[config.mk]
export PLATFORM = sky130hd
export DESIGN_NAME = low_power_mode_control
export DESIGN_NICKNAME = d
export VERILOG_FILES = /design/src/common/lpm_pkg.sv /design/src/design/hold_counter.sv /design/src/design/pin_latch.sv /design/src/design/low_power_mode_control.sv
export SDC_FILE = /design/constraint.sdc
export NUM_CORES = 1
export LEC_CHECK = 0
export BUFFER_PORTS_ARGS = -buffer_cell sky130_fd_sc_hd__buf_2
export CORE_UTILIZATION = 51
export DETAILED_ROUTE_END_ITERATION = 16
export GPL_TIMING_DRIVEN = 0
export PLACE_DENSITY = 0.82
export SYNTH_ARGS = -nofsm -noshare
export SYNTH_HDL_FRONTEND = slang
export SYNTH_SLANG_ARGS = --single-unit
[constraint.sdc]
create_clock -name ref_clk -period 4.45 [get_ports ref_clk]
set_clock_uncertainty 0.1 [all_clocks]
set_input_delay 0.6675 -clock ref_clk [delete_from_list [all_inputs] [get_ports ref_clk]]
set_output_delay 0.6675 -clock ref_clk [all_outputs]
set_load 0.01 [all_outputs]
[src/common/lpm_pkg.sv]
// Constants, states and behaviour list for the low-power mode controller
// Operation
// [RULE_01] Idle starts only after the instruction setting the idle bit completes.
// [RULE_02] Idle gates the core clock; interrupts, timers and serial keep running.
// [RULE_03] Idle keeps every core register at its entry value.
// [RULE_04] Idle freezes each port pin at the level driven on entry. Code freezes ports 1-3 only; port 0 floats (p0_oe low).
// [RULE_05] An enabled interrupt in idle clears the idle bit and resumes.
// [RULE_06] Reset must be held 24 oscillator periods to end idle.
// [RULE_07] Power-down stops the oscillator after the requesting instruction.
// [RULE_08] Power-down keeps internal memory and special registers unchanged.
// [RULE_09] Only reset or an enabled external interrupt ends power-down.
// [RULE_10] Wake signals wait for supply and hold until oscillator is stable.
// [RULE_11] Low enabled pin restarts oscillator; its release completes the exit.
// [RULE_12] Either low pin restarts; first release exits; higher priority serviced.
// [RULE_13] Return from the wake interrupt continues after the power-down instruction.
// [RULE_14] Reset exit reinitialises special registers; interrupt exit leaves them.
// [RULE_15] No power-down exit alters internal data memory.
// [RULE_16] Both bits set: power-down exit; vectoring clears both, no idle.
// [RULE_17] Idle: both strobes high, port 0 floats, ports keep data/address.
// [RULE_18] Power-down: both strobes low, port 0 floats, port latches held.
// [RULE_19] Emulation entry: strobe low during reset with fetch strobe high.
// [RULE_20] Emulation: strobes and ports 1-3 weak pull-up, port 0 floats.
// [RULE_21] A normal reset leaves emulation mode.
// [RULE_22] Power-down bit is bit 1; reset clears it.
// [RULE_23] Clockless low detection on external pins starts oscillator restart.
package lpm_pkg;

  // ------------------------------------------------------------
  // Power control register layout
  // ------------------------------------------------------------
  localparam int         IDL_BIT    = 0;
  localparam int         PD_BIT     = 1;
  localparam logic [7:0] POWER_CONTROL_REG_RST   = 8'h10;
  localparam logic [7:0] POWER_CONTROL_REG_WMASK = 8'hdf;

  // ------------------------------------------------------------
  // Timing
  // ------------------------------------------------------------
  localparam int CLK_PERIOD_NS  = 100;
  localparam int OSC_PERIOD_NS  = 100;
  localparam int RESET_HOLD_OSC = 24;
  localparam int RESET_HOLD_CYC =
    (RESET_HOLD_OSC * OSC_PERIOD_NS + CLK_PERIOD_NS - 1) / CLK_PERIOD_NS;
  localparam int CNT_W          = 8;
  localparam int OSC_STABLE_DEF = 64;

  // ------------------------------------------------------------
  // Mode states
  // ------------------------------------------------------------
  typedef enum logic [4:0] {
    ST_RUN      = 5'h01,
    ST_IDLE     = 5'h02,
    ST_PD_SLEEP = 5'h04,
    ST_PD_WAKE  = 5'h08,
    ST_EMUL     = 5'h10
  } lpm_state_e;

endpackage

[src/design/hold_counter.sv]
// Saturating cycle counter that flags a level held for LIMIT cycles
`timescale 1ns/1ps
`default_nettype none
module hold_counter #(
  parameter int             W     = 8,
  parameter logic [W-1:0]   LIMIT = 8'h18
) (
  input  wire logic ref_clk,
  input  wire logic rst_b,
  input  wire logic clk_en,
  input  wire logic count,
  output logic      done
);
  logic [W-1:0] cnt_r;

  always_ff @(posedge ref_clk or negedge rst_b) begin
    if (!rst_b) begin
      cnt_r <= '0;
    end else if (clk_en) begin
      if (!count) begin
        cnt_r <= '0;
      end else if (cnt_r != LIMIT) begin
        cnt_r <= cnt_r + 1'b1;
      end
    end
  end

  assign done = count && (cnt_r == LIMIT);
endmodule
`default_nettype wire

[src/design/pin_latch.sv]
// Port level and drive latch, frozen while load is low
`timescale 1ns/1ps
`default_nettype none
module pin_latch #(
  parameter int W = 16
) (
  input  wire logic         ref_clk,
  input  wire logic         rst_b,
  input  wire logic         clk_en,
  input  wire logic         load,
  input  wire logic [W-1:0] d,
  output logic      [W-1:0] q
);
  always_ff @(posedge ref_clk or negedge rst_b) begin
    if (!rst_b) begin
      q <= '0;
    end else if (clk_en && load) begin
      q <= d;
    end
  end
endmodule
`default_nettype wire

[src/design/low_power_mode_control.sv]
// Idle, power-down and emulation mode control with pin sequencing
`timescale 1ns/1ps
`default_nettype none
module low_power_mode_control #(
  parameter int OSC_STABLE_CYC = lpm_pkg::OSC_STABLE_DEF
) (
  input  wire logic       ref_clk,
  input  wire logic       rst_b,
  input  wire logic       clk_en,
  input  wire logic       rst_pin,
  input  wire logic       power_control_reg_wr,
  input  wire logic [7:0] power_control_reg_wdata,
  output logic      [7:0] power_control_reg_rdata,
  input  wire logic       irq_pending,
  input  wire logic       irq_vector,
  input  wire logic       ex0_en,
  input  wire logic       ex1_en,
  input  wire logic       x1_prio_hi,
  input  wire logic       ext_irq_zero_b,
  input  wire logic       ext_irq_one_b,
  output logic            core_clk_en,
  output logic            periph_clk_en,
  output logic            osc_run,
  output logic            state_hold,
  output logic            sfr_reset,
  output logic            wake_irq,
  output logic            wake_src,
  output logic            emul_mode,
  input  wire logic       core_ale,
  input  wire logic       core_program_fetch_strobe,
  input  wire logic       ale_in,
  input  wire logic       program_fetch_strobe_in,
  output logic            ale_o,
  output logic            ale_oe,
  output logic            program_fetch_strobe_o,
  output logic            program_fetch_strobe_oe,
  output logic            pullup_en,
  input  wire logic       core_p0_oe,
  output logic            p0_oe,
  input  wire logic [7:0] core_p1,
  input  wire logic [7:0] core_p1_oe,
  input  wire logic [7:0] core_p2,
  input  wire logic [7:0] core_p2_oe,
  input  wire logic [7:0] p2_sfr,
  input  wire logic [7:0] core_p3,
  input  wire logic [7:0] core_p3_oe,
  output logic      [7:0] p1_o,
  output logic      [7:0] p1_oe,
  output logic      [7:0] p2_o,
  output logic      [7:0] p2_oe,
  output logic      [7:0] p3_o,
  output logic      [7:0] p3_oe
);
  import lpm_pkg::*;

  // ------------------------------------------------------------
  // Declarations
  // ------------------------------------------------------------
  lpm_state_e  state_r;
  lpm_state_e  state_nxt;
  logic [7:0]  power_control_reg_r;
  logic [7:0]  power_control_reg_nxt;
  logic        rst_act;
  logic        rst_act_r;
  logic        rst_fall;
  logic        emul_arm_r;
  logic        osc_stable;
  logic        osc_wake;
  logic [1:0]  low_now;
  logic [1:0]  low_seen_r;
  logic        released_r;
  logic        wake_irq_r;
  logic        wake_src_r;
  logic        in_run;
  logic        in_idle;
  logic        in_pd;
  logic        req_pd;
  logic        req_idl;
  logic [15:0] p1_q;
  logic [15:0] p2_q;
  logic [15:0] p3_q;
  logic [7:0]  p2_src;

  // The edge that sees the last held cycle already qualifies the reset
  localparam logic [CNT_W-1:0] RST_LIMIT = CNT_W'(RESET_HOLD_CYC - 1);
  localparam logic [CNT_W-1:0] OSC_LIMIT = CNT_W'(OSC_STABLE_CYC);

  assign in_run  = (state_r == ST_RUN);
  assign in_idle = (state_r == ST_IDLE);
  assign in_pd   = (state_r == ST_PD_SLEEP) || (state_r == ST_PD_WAKE);
  assign req_pd  = power_control_reg_wr && power_control_reg_wdata[PD_BIT];
  assign req_idl = power_control_reg_wr && power_control_reg_wdata[IDL_BIT];

  // ------------------------------------------------------------
  // Hardware reset qualification
  // ------------------------------------------------------------
  // Short glitches on the reset pin never reach the core
  hold_counter #(.W(CNT_W), .LIMIT(RST_LIMIT)) u_rst_hold (
    .ref_clk (ref_clk),
    .rst_b   (rst_b),
    .clk_en  (clk_en),
    .count   (rst_pin),
    .done    (rst_act)
  );

  always_ff @(posedge ref_clk or negedge rst_b) begin
    if (!rst_b) begin
      rst_act_r <= 1'b0;
    end else if (clk_en) begin
      rst_act_r <= rst_act || (rst_act_r && rst_pin);
    end
  end

  assign rst_fall  = rst_act_r && !rst_pin;
  assign sfr_reset = rst_act_r;  // see [RULE_14] see [RULE_06]

  // Emulation entry armed while in reset with strobe low, fetch strobe high
  always_ff @(posedge ref_clk or negedge rst_b) begin
    if (!rst_b) begin
      emul_arm_r <= 1'b0;
    end else if (clk_en) begin
      if (!rst_act_r) begin
        emul_arm_r <= 1'b0;
      end else if (!ale_in && program_fetch_strobe_in) begin
        emul_arm_r <= 1'b1;  // see [RULE_19]
      end else if (ale_in) begin
        emul_arm_r <= 1'b0;
      end
    end
  end

  // ------------------------------------------------------------
  // Clockless wake detection
  // ------------------------------------------------------------
  // Must work with the oscillator stopped, so no flop in this path
  assign low_now  = {ex1_en && !ext_irq_one_b, ex0_en && !ext_irq_zero_b};
  assign osc_wake = |low_now;  // see [RULE_23] see [RULE_09]
  assign osc_run  = (state_r != ST_PD_SLEEP) || osc_wake || rst_pin;  // see [RULE_07] see [RULE_11]

  hold_counter #(.W(CNT_W), .LIMIT(OSC_LIMIT)) u_osc_hold (
    .ref_clk (ref_clk),
    .rst_b   (rst_b),
    .clk_en  (clk_en),
    .count   (state_r == ST_PD_WAKE),
    .done    (osc_stable)
  );

  // ------------------------------------------------------------
  // Mode state machine
  // ------------------------------------------------------------
  always_comb begin
    state_nxt = state_r;
    unique case (state_r)
      ST_RUN: begin
        if (req_pd) begin
          state_nxt = ST_PD_SLEEP;  // see [RULE_07] see [RULE_16]
        end else if (req_idl) begin
          state_nxt = ST_IDLE;  // see [RULE_01]
        end
      end
      ST_IDLE: begin
        if (irq_pending) begin
          state_nxt = ST_RUN;  // see [RULE_05]
        end
      end
      ST_PD_SLEEP: begin
        if (osc_wake) begin
          state_nxt = ST_PD_WAKE;  // see [RULE_11] see [RULE_12]
        end
      end
      ST_PD_WAKE: begin
        if (osc_stable && released_r) begin
          state_nxt = ST_RUN;
        end
      end
      ST_EMUL: begin
        state_nxt = ST_EMUL;
      end
      default: begin
        state_nxt = ST_RUN;
      end
    endcase
    if (rst_fall) begin
      state_nxt = emul_arm_r && !ale_in ? ST_EMUL : ST_RUN;  // see [RULE_19] see [RULE_21]
    end else if (rst_act_r) begin
      state_nxt = ST_RUN;  // see [RULE_09]
    end
  end

  always_ff @(posedge ref_clk or negedge rst_b) begin
    if (!rst_b) begin
      state_r <= ST_RUN;
    end else if (clk_en) begin
      state_r <= state_nxt;
    end
  end

  // ------------------------------------------------------------
  // Power-down wake source tracking
  // ------------------------------------------------------------
  always_ff @(posedge ref_clk or negedge rst_b) begin
    if (!rst_b) begin
      low_seen_r <= 2'h0;
      released_r <= 1'b0;
    end else if (clk_en) begin
      if (state_r == ST_PD_SLEEP) begin
        low_seen_r <= low_now;
        released_r <= 1'b0;
      end else if (state_r == ST_PD_WAKE) begin
        low_seen_r <= low_seen_r | low_now;
        if (|(low_seen_r & ~low_now)) begin
          released_r <= 1'b1;  // see [RULE_12]
        end
      end
    end
  end

  // Higher priority pin wins when both pulled the device awake
  always_ff @(posedge ref_clk or negedge rst_b) begin
    if (!rst_b) begin
      wake_irq_r <= 1'b0;
      wake_src_r <= 1'b0;
    end else if (clk_en) begin
      wake_irq_r <= (state_r == ST_PD_WAKE) && (state_nxt == ST_RUN);  // see [RULE_13]
      if ((state_r == ST_PD_WAKE) && (state_nxt == ST_RUN)) begin
        wake_src_r <= (&low_seen_r) ? x1_prio_hi : low_seen_r[1];  // see [RULE_12]
      end
    end
  end

  assign wake_irq = wake_irq_r;
  assign wake_src = wake_src_r;

  // ------------------------------------------------------------
  // Power control register
  // ------------------------------------------------------------
  always_comb begin
    power_control_reg_nxt = power_control_reg_r;
    if (in_idle && irq_pending) begin
      power_control_reg_nxt[IDL_BIT] = 1'b0;  // see [RULE_05]
    end
    if (irq_vector) begin
      power_control_reg_nxt[IDL_BIT] = 1'b0;  // see [RULE_16]
      power_control_reg_nxt[PD_BIT]  = 1'b0;
    end
    if (power_control_reg_wr) begin
      power_control_reg_nxt = power_control_reg_wdata & POWER_CONTROL_REG_WMASK;
    end
    if (rst_act_r) begin
      power_control_reg_nxt[IDL_BIT] = 1'b0;  // see [RULE_22]
      power_control_reg_nxt[PD_BIT]  = 1'b0;
    end
  end

  // Warm reset keeps the power-off flag; only rst_b restores it
  always_ff @(posedge ref_clk or negedge rst_b) begin
    if (!rst_b) begin
      power_control_reg_r <= POWER_CONTROL_REG_RST;
    end else if (clk_en) begin
      power_control_reg_r <= power_control_reg_nxt;
    end
  end

  assign power_control_reg_rdata = power_control_reg_r;

  // ------------------------------------------------------------
  // Clock gating and retention
  // ------------------------------------------------------------
  assign core_clk_en   = in_run || (state_r == ST_EMUL);  // see [RULE_02]
  assign periph_clk_en = !in_pd;  // see [RULE_02]
  assign state_hold    = in_idle || in_pd;  // see [RULE_03] see [RULE_08] see [RULE_15]
  assign emul_mode     = (state_r == ST_EMUL);

  // ------------------------------------------------------------
  // Pin control
  // ------------------------------------------------------------
  // Port 2 shows its data latch, not the bus address, in power-down
  assign p2_src = req_pd ? p2_sfr : core_p2;

  pin_latch #(.W(16)) u_p1 (
    .ref_clk (ref_clk),
    .rst_b   (rst_b),
    .clk_en  (clk_en),
    .load    (in_run),
    .d       ({core_p1_oe, core_p1}),
    .q       (p1_q)
  );  // see [RULE_04]

  pin_latch #(.W(16)) u_p2 (
    .ref_clk (ref_clk),
    .rst_b   (rst_b),
    .clk_en  (clk_en),
    .load    (in_run),
    .d       ({core_p2_oe, p2_src}),
    .q       (p2_q)
  );  // see [RULE_17] see [RULE_18]

  pin_latch #(.W(16)) u_p3 (
    .ref_clk (ref_clk),
    .rst_b   (rst_b),
    .clk_en  (clk_en),
    .load    (in_run),
    .d       ({core_p3_oe, core_p3}),
    .q       (p3_q)
  );

  assign p1_o  = p1_q[7:0];
  assign p2_o  = p2_q[7:0];
  assign p3_o  = p3_q[7:0];
  assign p1_oe = emul_mode ? 8'h00 : p1_q[15:8];  // see [RULE_20]
  assign p2_oe = emul_mode ? 8'h00 : p2_q[15:8];
  assign p3_oe = emul_mode ? 8'h00 : p3_q[15:8];

  assign p0_oe     = in_run && core_p0_oe;  // see [RULE_17] see [RULE_18]
  assign ale_o     = in_idle || (in_run && core_ale);  // see [RULE_17] see [RULE_18]
  assign program_fetch_strobe_o    = in_idle || (in_run && core_program_fetch_strobe);
  assign ale_oe    = !emul_mode;  // see [RULE_20]
  assign program_fetch_strobe_oe   = !emul_mode;
  assign pullup_en = emul_mode;
endmodule
`default_nettype wire

==> results.ini <==
[sta]
setup_slack_ns = 1.52
drv_slew = 0
tightest_slew_ns = 0.681
min_period_ns = 2.93
rsz0062_at_grt = no
timing.fmax_mhz = 341
maxSlewHeadroom = 0.546
finalHoldViolCount = 0
fin_setup_tns_ns = 0
fin_crit_sh = 0.659
setup_viol = 0

[worst_setup_path]
cp_data_required_time_ns = 3.68
setup.worst_path.start_class = register
crit_path_end_kind = output pin
crit_fanout = 11
path_class = register to output pin
cp_data_arrival_time_ns = 2.17

[clocking]
cts_tree = done
clock_latency_ns = 0.35
htreeDepth = 3
cts_sinks = 83
cts.path.max_buffers = 2
cts_resized = 0
cts_buffers = 9
cts_root_buffer = clkbuf_8
post-cts-setup-buffers = 0
cts_hold_buf = 0
path_clk_slew_ns = 0.09

[pwr]
power.total_w = 0.00303
switching_share = 0.322
switching_power_w = 0.000975
irDropWorstVdd_uv = 403
combPwrFrac = 0.403
p_per_area_nw_per_um2 = 572
intPower_w = 0.00206
leakage_nw = 2.67
p_seq_frac = 0.380
p_clk_frac = 0.217

[status]
run_status = finished, final reports clean

[logic_synthesis]
synth_edf_count = 0
synthTopCellsByArea = dfrtp_1 49%, mux2_2 12%, buf_4 4.9%, and2_1 3.9%, nand2_1 3.2%
synth_common_cells = 81 x dfrtp_1, 46 x mux2_2, 36 x nand2_1, 27 x buf_4, 26 x and2_1
yosysMostFrequentCell = dfrtp_1
synth_top_area_frac = 0.487
yosysSeqAreaShare = 0.500
yosys_register_bits = 83
synth_cells = 379
synth_flop_cell = dfrtp_1
synth_cell_type_count = 54
yosysTopAreaCell = dfrtp_1
synthArstFlopShare = 1.00
yosys_warnings = 0
synth_area_um2 = 4160
syn_avg_cell_area_um2 = 11.0
synth_nets = 463

[floorplanning]
die_x_um = 92.3
row_count = 32
initial_utilization = 0.533
core-area_um2 = 7810
fp.dieH_um = 92.3
ios = 151
die_area_um2 = 8530

[placed_design]
gp_congestion = 0.897
pre_cts_ws_ns = 1.89
io_buffer_count = 148
dpl.hpwl_um = 7400

[detailed_routing]
drt_iter0_markers = 179
drc = 0
vias = 3362
drt.antenna.violating_nets = 0
drt_wl_total_um = 9820
first_pass_iters = 4
via_per_inst = 5.20
wl_per_cell_um = 15.2

[hold_path]
holdCritPathClass = input pin to asynchronous set/reset pin

[cells_and_area]
area_delta_synth_final_pct = 27.4
seq_area_um2 = 2080
drive_gt1_frac = 0.472
n_antenna_cell = 0
nets = 623
multiInputGateArea_um2 = 1750
fill_cells = 616

[global_route]
antenna_found_initial = 0
grt_max_degree = 55
grt_usage = 0.246
grt_pass1_vias = 3484
grt_pass1_wl_um = 16400
overflow = 0

[job]
drv_cap = 0

## critical path, stage by stage, from the launching register on
cell and delay [ns]:
dfstp_2 0.61, nor3_1 0.10, nand2_1 0.29, clkbuf_1 0.44, inv_1 0.10, buf_4 0.15, buf_2 0.12
## worst paths after layout
| path | start | endpoint | slack (ns) | cells past startpoint |
|---|---|---|---|---|
| min in group ref_clk | u_p2.q[7] | u_p2.q[7] | 0.39 | 2 |
| worst max register to register | u_osc_hold.cnt_r[0] | wake_src | 2.25 | 7 |
| max in group asynchronous | rst_b | power_control_reg_rdata[4] | 3.49 | 2 |
| worst min-delay path | rst_b | released_r | 0.15 | 1 |
| worst min register to register | u_p2.q[7] | u_p2.q[7] | 0.39 | 2 |
| worst max-delay path | state_r[0] | pullup_en | 1.52 | 6 |
## layout make-up
cell class              count  share of cell area
plain buffers              41              0.0557
flip-flops and latches     83               0.392
well taps                 102              0.0241
multi-input cells         244               0.329
clock buffers               9              0.0234
repair buffers            149               0.145
inverters                  11             0.00779
clock inverters             7              0.0219
## registers in the layout, summed over array words and instances, names as in the netlist
signal / count
wake_src: 1
u_p2.q: 16
emul_arm_r: 1
u_p1.q: 16
state_r: 5
released_r: 1
wake_irq: 1
power_control_reg_rdata: 7
low_seen_r: 2
u_osc_hold.cnt_r: 8
sfr_reset: 1
u_rst_hold.cnt_r: 8
u_p3.q: 16
## per-layer routing
metal  global-route usage  part of all wire
met5                    0                 0
met4               0.0781            0.0097
met3               0.0690             0.069
met2                0.415              0.51
met1                0.305              0.41
## logic make-up (layout without fill, tap and decap cells)
logic type	count (synthesis)	after routing	share of synthesized area
buf+inv	52	217	0.0809
compound gates	58	58	0.0923
simple gates	117	117	0.149
fa+ha+maj	3	3	0.00902
xor+xnor	8	8	0.0168
mux	57	57	0.151
other cells	1	1	0.000901
flops	83	83	0.500
## power groups by stage
stage | clock network, W | registers [W] | logic (W)
after floorplan | 0 | 0.00112 | 0.000826
after global placement | 0 | 0.00115 | 0.00119
after detailed placement | 0 | 0.00117 | 0.00123
after CTS | 0.000659 | 0.00115 | 0.00124
after global routing | 0.000693 | 0.00119 | 0.00133
final | 0.000657 | 0.00115 | 0.00122
## placed cells by master, fill, tap and decap left out, types with 9 or more instances in the layout
cell type / Yosys / layout
inv_1: 11 / 11
nand3_1: 13 / 13
nand2_1: 36 / 36
and2_1: 26 / 26
buf_2: 2 / 149
mux2i_1: 10 / 10
mux2_2: 46 / 46
nor2_1: 13 / 13
o21ai_0: 25 / 25
a21oi_1: 10 / 10
dfrtp_1: 81 / 81
buf_4: 27 / 28
clkbuf_8: 0 / 9
## through the flow
step / util / hold slack, ns / cell area (um2) / std cells
floorplan: - / 0.272 / 4160 / 379
global placement: 0.644 / 0.366 / 5030 / 629
detailed placement: 0.648 / 0.372 / 5060 / 630
CTS: 0.679 / 0.156 / 5300 / 646
global route: 0.679 / 0.167 / 5300 / 646
finish: 0.679 / 0.150 / 5300 / 646
No activity file was read; power rests on OpenSTA's default activity.
